**config.mk**
```make
export PLATFORM = sky130hd
export DESIGN_NAME = spi_flash_program_erase
export DESIGN_NICKNAME = d
export VERILOG_FILES = /design/src/include/flash_pe_pkg.sv /design/src/hw/pin_sync.sv /design/src/hw/spi_flash_program_erase.sv
export VERILOG_INCLUDE_DIRS = /design/src /design/src/include
export SDC_FILE = /design/constraint.sdc
export NUM_CORES = 2
export LEC_CHECK = 0
export ABC_CLOCK_PERIOD_IN_PS = 2900
export BUFFER_PORTS_ARGS = -buffer_cell sky130_fd_sc_hd__buf_4
export CORE_UTILIZATION = 25
export DETAILED_ROUTE_END_ITERATION = 8
export PLACE_DENSITY = 0.43
export SLEW_MARGIN = 20
export SYNTH_ARGS = -nofsm -noshare
export SYNTH_HDL_FRONTEND = slang
export SYNTH_SLANG_ARGS = --single-unit
```
**constraint.sdc**
```tcl
create_clock -name core_clk_i -period 2.9 [get_ports core_clk_i]
set_input_delay 0.145 -clock core_clk_i [delete_from_list [all_inputs] [get_ports core_clk_i]]
set_output_delay 0.145 -clock core_clk_i [all_outputs]
set_load 0.03 [all_outputs]
```
**src/include/flash_pe_defines.svh**
```systemverilog
// Constants for the program and erase command sequencer.
// Assumes a 40 MHz core clock; cycle counts derive from it.
`ifndef FLASH_PE_DEFINES_SVH
`define FLASH_PE_DEFINES_SVH

`define OPC_QUAD_PROG    8'h32
`define OPC_SECT_ERASE   8'h20
`define OPC_BLK32_ERASE  8'h52
`define OPC_BLK64_ERASE  8'hD8
`define OPC_CHIP_ERASE_A 8'h60
`define OPC_CHIP_ERASE_B 8'hC7

`define OPC_LAST_BIT     5'h07
`define ADDR_LAST_BIT    5'h17
`define PAGE_BYTES       256
`define PAGE_BYTES_W     32'h00000100

`define SECT_MASK        24'hFFF000
`define BLK32_MASK       24'hFF8000
`define BLK64_MASK       24'hFF0000

`define CLK_MHZ          40
`define T_PP_US          1000
`define T_SE_MS          100
`define T_CE_MS          1000
`define PP_CYCLES        (`T_PP_US * `CLK_MHZ)
`define SE_CYCLES        (`T_SE_MS * 1000 * `CLK_MHZ)
`define CE_CYCLES        (`T_CE_MS * 1000 * `CLK_MHZ)

// Pin vector order: {io3..io0, sclk, cs_b}; chip select idles high
`define SYNC_RST         6'h01

`endif

```
**src/include/flash_pe_pkg.sv**
```systemverilog
// Types for the program and erase command sequencer.
// Assumes nothing beyond a SystemVerilog compiler.
package flash_pe_pkg;

  typedef enum logic [2:0] {
    F_OPC,
    F_ADDR,
    F_DATA,
    F_END,
    F_SKIP
  } frame_t;

  typedef enum logic [2:0] {
    OP_NONE,
    OP_PROG,
    OP_SE,
    OP_BE32,
    OP_BE64,
    OP_CE
  } op_t;

endpackage

```
**src/hw/pin_sync.sv**
```systemverilog
// Two-flop synchronisers for the serial pins.
// Assumes pins are asynchronous to core_clk_i.
`timescale 1ns/1ps
`default_nettype none
`include "flash_pe_defines.svh"

module pin_sync (
  input  wire logic       core_clk_i,
  input  wire logic       rst_b_i,
  input  wire logic [5:0] pins_i,
  output var  logic [5:0] pins_o
);

  logic [5:0] meta_r;
  localparam logic [5:0] RST_VAL = `SYNC_RST;

  genvar gi;
  generate
    for (gi = 0; gi < 6; gi++) begin : g_bit
      always_ff @(posedge core_clk_i or negedge rst_b_i) begin
        if (!rst_b_i) begin
          meta_r[gi] <= RST_VAL[gi];
          pins_o[gi] <= RST_VAL[gi];
        end else begin
          meta_r[gi] <= pins_i[gi];
          pins_o[gi] <= meta_r[gi];
        end
      end
    end
  endgenerate

endmodule

`default_nettype wire

```
**src/hw/spi_flash_program_erase.sv**
```systemverilog
// Program and erase command sequencer of a serial NOR flash.
// Assumes serial pins are asynchronous; protect decode and the
// write unlock latch live outside and share core_clk_i.
`timescale 1ns/1ps
`default_nettype none
`include "flash_pe_defines.svh"

module spi_flash_program_erase #(
  parameter int unsigned PP_CYCLES = `PP_CYCLES,
  parameter int unsigned SE_CYCLES = `SE_CYCLES,
  parameter int unsigned CE_CYCLES = `CE_CYCLES
) (
  input  wire logic               core_clk_i,
  input  wire logic               rst_b_i,
  input  wire logic               spi_cs_b_i,
  input  wire logic               spi_sclk_i,
  input  wire logic [3:0]         spi_io_i,
  input  wire logic               quad_io_allow_bit_i,
  input  wire logic               write_unlock_latch_i,
  input  wire logic [4:0]         protect_bits_i,
  input  wire logic               protect_complement_i,
  input  wire logic               protect_hit_i,
  output var  logic               write_in_progress_o,
  output var  logic               write_unlock_clear_o,
  output var  logic [23:0]        target_addr_o,
  output var  flash_pe_pkg::op_t  target_kind_o,
  output var  logic               array_prog_o,
  output var  logic [23:0]        array_addr_o,
  output var  logic [7:0]         array_data_o,
  output var  logic               array_erase_o,
  output var  logic [23:0]        erase_base_o,
  output var  logic               cmd_discard_o
);

  logic [5:0]           pins_s;
  logic                 cs_d_r;
  logic                 sclk_d_r;
  flash_pe_pkg::frame_t state_r;
  flash_pe_pkg::frame_t state_nxt;
  flash_pe_pkg::op_t    cmd_r;
  logic [4:0]           bit_cnt_r;
  logic [6:0]           sh_r;
  logic [23:0]          addr_r;
  logic [3:0]           hi_r;
  logic                 nib_r;
  logic                 have_byte_r;
  logic                 cmd_seen_r;
  logic [7:0]           col_r;
  logic [7:0]           page_r [`PAGE_BYTES];
  logic                 mask_r [`PAGE_BYTES];
  logic                 busy_r;
  logic [31:0]          busy_cnt_r;

  pin_sync u_sync (
    .core_clk_i (core_clk_i),
    .rst_b_i    (rst_b_i),
    .pins_i     ({spi_io_i, spi_sclk_i, spi_cs_b_i}),
    .pins_o     (pins_s)
  );

  wire       cs_s   = pins_s[0];
  wire       sclk_s = pins_s[1];
  wire [3:0] io_s   = pins_s[5:2];
  wire       si_s   = io_s[0];

  // Clock edges seen only while selected; select high aborts the frame
  wire sclk_rise_w = sclk_s & ~sclk_d_r & ~cs_s;
  wire cs_rise_w   = cs_s & ~cs_d_r;
  wire cs_fall_w   = ~cs_s & cs_d_r;

  wire [7:0]  opc_w       = {sh_r, si_s};
  wire [23:0] addr_nxt_w  = {addr_r[22:0], si_s};
  wire        opc_last_w  = (bit_cnt_r == `OPC_LAST_BIT);
  wire        addr_last_w = (bit_cnt_r == `ADDR_LAST_BIT);
  wire [7:0]  byte_w      = {hi_r, io_s};

  flash_pe_pkg::op_t dec_op_w;
  assign dec_op_w =
    (opc_w == `OPC_QUAD_PROG)    ? flash_pe_pkg::OP_PROG :
    (opc_w == `OPC_SECT_ERASE)   ? flash_pe_pkg::OP_SE :
    (opc_w == `OPC_BLK32_ERASE)  ? flash_pe_pkg::OP_BE32 :
    (opc_w == `OPC_BLK64_ERASE)  ? flash_pe_pkg::OP_BE64 :
    (opc_w == `OPC_CHIP_ERASE_A) ? flash_pe_pkg::OP_CE :
    (opc_w == `OPC_CHIP_ERASE_B) ? flash_pe_pkg::OP_CE :
                                   flash_pe_pkg::OP_NONE;

  wire is_prog_w = (cmd_r == flash_pe_pkg::OP_PROG);
  wire is_ce_w   = (cmd_r == flash_pe_pkg::OP_CE);

  always_comb begin
    state_nxt = state_r;
    case (state_r)
      flash_pe_pkg::F_OPC: begin
        if (opc_last_w) begin
          if (busy_r || dec_op_w == flash_pe_pkg::OP_NONE) begin
            state_nxt = flash_pe_pkg::F_SKIP;
          end else if (dec_op_w == flash_pe_pkg::OP_CE) begin
            state_nxt = flash_pe_pkg::F_END;
          end else if (dec_op_w == flash_pe_pkg::OP_PROG &&
                       !quad_io_allow_bit_i) begin
            state_nxt = flash_pe_pkg::F_SKIP;
          end else begin
            state_nxt = flash_pe_pkg::F_ADDR;
          end
        end
      end
      flash_pe_pkg::F_ADDR: begin
        if (addr_last_w) begin
          state_nxt = is_prog_w ? flash_pe_pkg::F_DATA
                                : flash_pe_pkg::F_END;
        end
      end
      flash_pe_pkg::F_DATA: state_nxt = flash_pe_pkg::F_DATA;
      // A clock past the last bit spoils the boundary
      flash_pe_pkg::F_END:  state_nxt = flash_pe_pkg::F_SKIP;
      flash_pe_pkg::F_SKIP: state_nxt = flash_pe_pkg::F_SKIP;
      default:              state_nxt = flash_pe_pkg::F_SKIP;
    endcase
  end

  wire opc_take_w  = sclk_rise_w & (state_r == flash_pe_pkg::F_OPC) &
                     opc_last_w & ~busy_r &
                     (dec_op_w != flash_pe_pkg::OP_NONE);
  wire addr_take_w = sclk_rise_w & (state_r == flash_pe_pkg::F_ADDR);
  wire byte_done_w = sclk_rise_w & (state_r == flash_pe_pkg::F_DATA) &
                     nib_r;
  wire clear_mask_w = cs_fall_w & ~busy_r;

  always_ff @(posedge core_clk_i or negedge rst_b_i) begin
    if (!rst_b_i) begin
      cs_d_r   <= 1'b1;
      sclk_d_r <= 1'b0;
    end else begin
      cs_d_r   <= cs_s;
      sclk_d_r <= sclk_s;
    end
  end

  // Any rise of select ends the frame whatever was received
  always_ff @(posedge core_clk_i or negedge rst_b_i) begin
    if (!rst_b_i) begin
      state_r   <= flash_pe_pkg::F_OPC;
      bit_cnt_r <= 5'h00;
      sh_r      <= 7'h00;
    end else if (cs_s) begin
      state_r   <= flash_pe_pkg::F_OPC;
      bit_cnt_r <= 5'h00;
    end else if (sclk_rise_w) begin
      state_r   <= state_nxt;
      bit_cnt_r <= (state_nxt != state_r) ? 5'h00 : bit_cnt_r + 5'h01;
      sh_r      <= opc_w[6:0];
    end
  end

  always_ff @(posedge core_clk_i or negedge rst_b_i) begin
    if (!rst_b_i) begin
      cmd_r      <= flash_pe_pkg::OP_NONE;
      cmd_seen_r <= 1'b0;
      addr_r     <= 24'h000000;
    end else begin
      if (cs_s) begin
        cmd_seen_r <= 1'b0;
      end else if (opc_take_w) begin
        cmd_r      <= dec_op_w;
        cmd_seen_r <= 1'b1;
      end
      if (addr_take_w) begin
        addr_r <= addr_nxt_w;
      end
    end
  end

  // Column wraps inside the page, so later bytes overwrite earlier
  always_ff @(posedge core_clk_i or negedge rst_b_i) begin
    if (!rst_b_i) begin
      col_r       <= 8'h00;
      nib_r       <= 1'b0;
      hi_r        <= 4'h0;
      have_byte_r <= 1'b0;
    end else if (cs_s) begin
      nib_r       <= 1'b0;
      have_byte_r <= 1'b0;
    end else if (addr_take_w && addr_last_w) begin
      col_r <= addr_nxt_w[7:0];
    end else if (sclk_rise_w && state_r == flash_pe_pkg::F_DATA) begin
      nib_r <= ~nib_r;
      if (!nib_r) begin
        hi_r <= io_s;
      end else begin
        col_r       <= col_r + 8'h01;
        have_byte_r <= 1'b1;
      end
    end
  end

  genvar gi;
  generate
    for (gi = 0; gi < `PAGE_BYTES; gi++) begin : g_page
      always_ff @(posedge core_clk_i or negedge rst_b_i) begin
        if (!rst_b_i) begin
          page_r[gi] <= 8'h00;
          mask_r[gi] <= 1'b0;
        end else if (byte_done_w && col_r == 8'(gi)) begin
          page_r[gi] <= byte_w;
          mask_r[gi] <= 1'b1;
        end else if (clear_mask_w) begin
          mask_r[gi] <= 1'b0;
        end
      end
    end
  endgenerate

  wire bound_ok_w = is_prog_w
    ? (state_r == flash_pe_pkg::F_DATA && !nib_r && have_byte_r)
    : (state_r == flash_pe_pkg::F_END);
  wire ce_ok_w =
    (protect_bits_i[2:0] == 3'h0 && !protect_complement_i) ||
    (protect_bits_i[2:0] == 3'h7 && protect_complement_i);
  wire prot_ok_w = is_ce_w ? ce_ok_w : ~protect_hit_i;
  wire start_w   = cs_rise_w & cmd_seen_r & ~busy_r & bound_ok_w &
                   write_unlock_latch_i & prot_ok_w;

  wire [31:0] limit_w = is_prog_w ? PP_CYCLES :
                        is_ce_w   ? CE_CYCLES : SE_CYCLES;
  wire        cnt_end_w = (busy_cnt_r == limit_w - 32'h00000001);

  always_ff @(posedge core_clk_i or negedge rst_b_i) begin
    if (!rst_b_i) begin
      busy_r     <= 1'b0;
      busy_cnt_r <= 32'h00000000;
    end else if (start_w) begin
      busy_r     <= 1'b1;
      busy_cnt_r <= 32'h00000000;
    end else if (busy_r) begin
      busy_r     <= ~cnt_end_w;
      busy_cnt_r <= busy_cnt_r + 32'h00000001;
    end
  end

  wire [7:0] idx_w        = busy_cnt_r[7:0];
  wire       prog_phase_w = busy_r & is_prog_w &
                            (busy_cnt_r < `PAGE_BYTES_W);
  wire [23:0] base_w =
    (cmd_r == flash_pe_pkg::OP_SE)   ? (addr_r & `SECT_MASK) :
    (cmd_r == flash_pe_pkg::OP_BE32) ? (addr_r & `BLK32_MASK) :
    (cmd_r == flash_pe_pkg::OP_BE64) ? (addr_r & `BLK64_MASK) :
                                       24'h000000;

  always_ff @(posedge core_clk_i or negedge rst_b_i) begin
    if (!rst_b_i) begin
      write_unlock_clear_o <= 1'b0;
      array_prog_o         <= 1'b0;
      array_addr_o         <= 24'h000000;
      array_data_o         <= 8'h00;
      array_erase_o        <= 1'b0;
      erase_base_o         <= 24'h000000;
      cmd_discard_o        <= 1'b0;
    end else begin
      write_unlock_clear_o <= start_w;
      array_prog_o         <= prog_phase_w & mask_r[idx_w];
      array_addr_o         <= {addr_r[23:8], idx_w};
      array_data_o         <= page_r[idx_w];
      array_erase_o        <= start_w & ~is_prog_w;
      erase_base_o         <= base_w;
      cmd_discard_o        <= cs_rise_w & cmd_seen_r & ~start_w;
    end
  end

  assign write_in_progress_o = busy_r;
  assign target_addr_o       = addr_r;
  assign target_kind_o       = cmd_r;
endmodule

`default_nettype wire

```
; ---- Word-level counts from Yosys, hierarchy flattened
; Cells that the tools add are included.
; Widths: inputs -> output; s select.
[op_classes]
eq_ne = 277
muxes = 304
add_sub_neg = 4
n_lt_le_gt_ge = 2
reduce_logical = 542
n_bitwise = 33
[op_table]
columns = operator, n
row1 = $eq 8x8->1 const B, 130
row2 = $eq 8x7->1 const B, 66
row3 = $reduce_bool 2->1, 263
row4 = $mux 1, 273
row5 = $eq 8x6->1 const B, 34
row6 = $logic_and 1x1->1, 263
row7 = $eq 8x5->1 const B, 16
row8 = $mux 24, 3
row9 = $bmux 8 s8, 1
row10 = $eq 8x4->1 const B, 8
row11 = $mux 32, 2
row12 = $mux 26, 2
row13 = $mux 8, 5
row14 = $mux 3, 13
row15 = $add 32x1->32 const B, 1
row16 = $eq 32x32->1, 1
row17 = $eq 8x3->1 const B, 4
row18 = $lt 32x9->1 const B, 1
row19 = $sub 26x1->27 const B, 1
row20 = $and 1x1->1, 22
row21 = $eq 8x2->1 const B, 2
row22 = $mux 5, 3
row23 = $eq 3x2->1 const B, 4
row24 = $eq 3x3->1 const B, 4
row25 = other kinds (21), 40
[totals]
elab_cells = 1707
regBits = 2468
input_bits = 17
output_inout_bits = 88

; ---- Logic depth before layout (Yosys ltp)
[logic_depth]
word_depth = 18
ltp_mapped = 12
mapped_depth_nobuf = 7

; ---- Cells and area by module
; From an unflattened synthesis, not the netlist that was laid out.
[unflattened]
cells_unflattened = 7243
area_unflattened_um2 = 111037.7
[modules_own_cells]
columns = mod, seq_area_each_um2, cells_per_inst, area_each_um2, n_inst
row1 = spi_flash_program_erase, 61159.9, 7231, 110735.0, 1
row2 = pin_sync, 302.8, 12, 302.8, 1

; ---- Worst setup path after synthesis
; OpenSTA, ideal clock, no wires.
[synth_path]
path_type = register to register
from = register busy_cnt_r[0]
to = register array_data_o[2]
n_path_buf = 5
required_time_ns = 2.764
arrival_ns = 2.331
setup_slack_ns = 0.433
setup_ns = 0.136
period_less_slack_ns = 2.467
stages_incl_launch_ff = 11
cell_sequence = dfrtp_1 -> buf_6 -> buf_12 -> buf_6 -> buf_6 -> buf_6 -> mux4_2 -> a221oi_1 -> a22oi_1 -> a211oi_1 -> o211ai_1
[synth_via]
elab_chain_len = 4
[synth_rtl]
columns = element, line
row1 = "start, declared", spi_flash_program_erase.sv:52  ; logic [31:0] busy_cnt_r;
row2 = "start signal, assigned", spi_flash_program_erase.sv:236  ; busy_cnt_r <= busy_cnt_r + 32'h00000001;
row3 = $not 8->9 (implied by the code), spi_flash_program_erase.sv:262  ; array_data_o <= page_r[idx_w];
row4 = $bmux 8 s8, spi_flash_program_erase.sv:262
row5 = $mux 8 (implied by the code) (2 in a row), spi_flash_program_erase.sv:262
row6 = "end signal, assigned", spi_flash_program_erase.sv:262
row7 = "end, declared", spi_flash_program_erase.sv:29  ; output var logic [7:0] array_data_o,
; No other way between the ends. The select of a mux whose other input is x is not followed.
; A chain may end at the register's enable or synchronous reset.

; ---- Worst setup path in the final report
[layout_path]
from = register busy_cnt_r[0]
to = register array_data_o[6]
; The elaborated chain is that of the path after synthesis.

==> flow_metrics.tcl <==
set metrics [dict create \
    run_status "finished, violations left" \
    violations "setup timing" \
    wl_per_cell_um 28.1 \
    worstPathArrival_ps 3890 \
    portBuffers 90 \
    synth_common_cells "2453 x dfrtp_1, 2030 x mux2_2, 491 x mux4_2" \
    synth-edff-count 0 \
    timing.rr.start "busy_cnt_r[0]" \
    maxSlewViolCount 0 \
    cp.required_ps 3730 \
    post-route-cell-area_um2 140000 \
    critPathLaunchType "flop" \
    syn-cell-area_um2 113000 \
    pwr_density_cell_nw_per_um2 700 \
    reg2reg_to "array_data_o[6]" \
    ys_top_cells_by_area "dfrtp_1 54%, mux2_2 20%, mux4_2 9.8%, nor2_8 1.9%, a21o_1 1.7%" \
    areaGrowthSynthToFinish_pct 23.3 \
    gp_congestion 0.828 \
    grt_pass1_wl_um 579000 \
    cp_max_fo 6 \
    insertion_delay_ps 950 \
    antenna_found_initial 11 \
    grt-ovfl-total 0 \
    setup_tns_ps -852 \
    synth_adder_area_share_pct 0.0663 \
    grtUsageTotal_pct 17.5 \
    synth_compound_area_share_pct 4.40 \
    core_area_um2 450000 \
    clockRootBuffer "clkbuf_16" \
    seqCellArea_um2 61500 \
    synth_top_area_share_pct 54.2 \
    routed_via_density 4.80 \
    setup_ws_ps -160 \
    design.portCount 105 \
    drc 0 \
    slowest_stage "mux4_2" \
    num_rows 246 \
    start_util_pct 25.2 \
    final_antenna_net_count 0 \
    cts_made_buffers 301 \
    htree_levels 5 \
    min_path_type "input pin to async pin" \
    post-synth-top-count-cell "dfrtp_1" \
    synth_top_area_cell "dfrtp_1" \
    die_h_um 675 \
    syn_avg_cell_area_um2 15.6 \
    synth_cell_types 97 \
    rsz0062_at_grt "true" \
    clk_path_buf_depth 4 \
    path_clk_slew_ps 60 \
    netlist_instances 7252 \
    crit_start "busy_cnt_r[0]" \
    worst_pin_slew_ps 1010 \
    synthFlopType "dfrtp_1" \
    path_cells "buf_12, buf_16, buf_16, mux4_2, a22o_4, o21ai_4, o2111ai_4, o32a_1, o21a_1" \
    drive_gt1_share_pct 54.1 \
    numClockSinks 2456 \
    synth-simple-area-share_pct 5.11 \
    worstSetupPathType "flop to flop" \
    ys_warn_count 0 \
    synth_top_family_by_area "multiplexers" \
    cts_tree "done" \
    fillers 44297 \
    pre_cts_ws_ps -915 \
    end_kind "flop" \
    rrSetupSlack_ps -160 \
    hold_viol_final 0 \
    dr.pass1.iters 7 \
    placed_area_um2 127000 \
    whs_ps 119 \
    fmax_mhz 327 \
    dp_hpwl_um 269000 \
    synth-async-reset-ratio_pct 100 \
    finalSetupViolations 8 \
    finalCriticalPeriod_ps 3060 \
    drt_iter0_markers 4328 \
    finalCritPeriodShare_pct 106 \
    die-area_um2 456000 \
    grt_pass1_vias 73957 \
    slowest_delay_ps 520 \
    critical_path.endpoint "array_data_o[6]" \
    layout.nets 8064 \
    peakVddDrop_mv 0.445 \
    synth_seq_area_share_pct 54.2 \
    final_util_pct 31.0 \
    die_w_um 675 \
    p_leak_nw 68.4 \
    synth_xor_area_share_pct 0.255 \
    vias 68300 \
    wl_um 401000 \
    reg2reg_depth 9 \
    grt_max_degree 181 \
    multiInputGateArea_um2 49800 \
    crit_top_cell "buf_16" \
    maxCapViolations 0 \
    synth.ff_latch_count 2456 \
    finalClockSkew_ps 69.5 \
    synth.area.mux_share_pct 33.2 \
    max_slew_margin_pct 32.9 \
]
## per-layer routing
metal | vias up | GRT usage (%) | wire [um]
li1 | 28752 | - | -
met1 | 37721 | 24.1 | 182000
met2 | 1313 | 28.3 | 189000
met3 | 514 | 2.44 | 15700
met4 | 0 | 5.28 | 13800
met5 | - | 0 | 0
## kinds of logic (layout without fill, tap and decap cells)
logic type | Yosys count | count (layout)
flops | 2456 | 2456
compound gates | 688 | 688
other cells | 1 | 17
xor+xnor | 33 | 33
simple gates | 688 | 688
buf+inv | 560 | 1572
mux | 2820 | 2820
fa+ha+maj | 6 | 6
## cells in the final DEF (no fill, tap or decap), drive strengths merged, types with 6 or more instances in the layout
master,count
a21o,261
o211ai,9
o21ai,52
dfrtp,2453
nor3,19
inv,33
a211oi,21
nand3b,7
mux4,523
a22oi,77
nand4,20
clkinv,47
nor3b,7
nand3,58
o21a,8
o22ai,31
conb,12
nor2,348
and2,13
mux2,2106
mux2i,191
and3,15
xor2,16
o221ai,25
nand2b,13
o2111ai,9
a221oi,34
a31oi,21
a21oi,71
nor2b,32
ha,6
nand2,111
clkbuf,463
nor4,15
buf,993
a22o,22
dlygate4sd3,19
xnor2,17
bufinv,12
## report_power, final
part / switching, mW / leakage [nW] / total [mW] / internal [mW]
registers: 1.05 / 34.1 / 35.7 / 34.6
logic: 15.4 / 29.3 / 23.5 / 8.13
clock network: 15.9 / 4.96 / 38.6 / 22.6
total: 32.4 / 68.4 / 97.7 / 65.4
## through the flow
step | cells | total power, mW
after global placement | 13572 | 58.3
final | 14232 | 97.7
after CTS | 14179 | 98.2
after detailed placement | 13573 | 58.3
after global routing | 14229 | 101
after floorplan | 7263 | 43.8
## how the worst min path moves through the flow
stage | from | slack (ps) | end
4_1_cts | rst_b_i | 80 | mask_r[53]
2_1_floorplan | rst_b_i | -150 | array_addr_o[0]
3_5_place_dp | spi_io_i[0] | 260 | u_sync.meta_r[2]
6_report | rst_b_i | 120 | page_r[111]
5_1_grt | rst_b_i | 120 | page_r[111]
3_3_place_gp | spi_io_i[0] | 260 | u_sync.meta_r[2]
## area by class of cell
class	count	share of cell area [%]
flip-flops and latches	2456	44.0
multi-input cells	4247	35.7
repair buffers	1018	7.68
clock buffers	460	6.45
well taps	5952	5.33
clock inverters	77	0.775
inverters	17	0.0475
diodes	5	0.00896
## timing repair
item                                    4_1_cts  5_1_grt
pin swaps                                    27       49
gates resized for setup                     162      113
hold endpoints to repair                   2387        0
setup buffers                                44       50
hold buffers                                 19        0
endpoints found under the setup margin       11       14
gates cloned                                  8        3
## sequential cells by signal (all words and copies together) (netlist names), 3 cells and up
register	count
state_r	3
mask_r	256
col_r	8
erase_base_o	12
array_addr_o	24
page_r	2048
bit_cnt_r	5
target_addr_o	24
array_data_o	8
u_sync.meta_r	6
hi_r	4
busy_cnt_r	32
target_kind_o	3
u_sync.pins_o	6
sh_r	7
## worst max-delay path: cells and delay by family (launching register included)
family	cells	cell delay, ps
compound gates	5	1420
buf+inv	3	500
flops	1	460
mux	1	520
(Power assumes the default switching activity.)
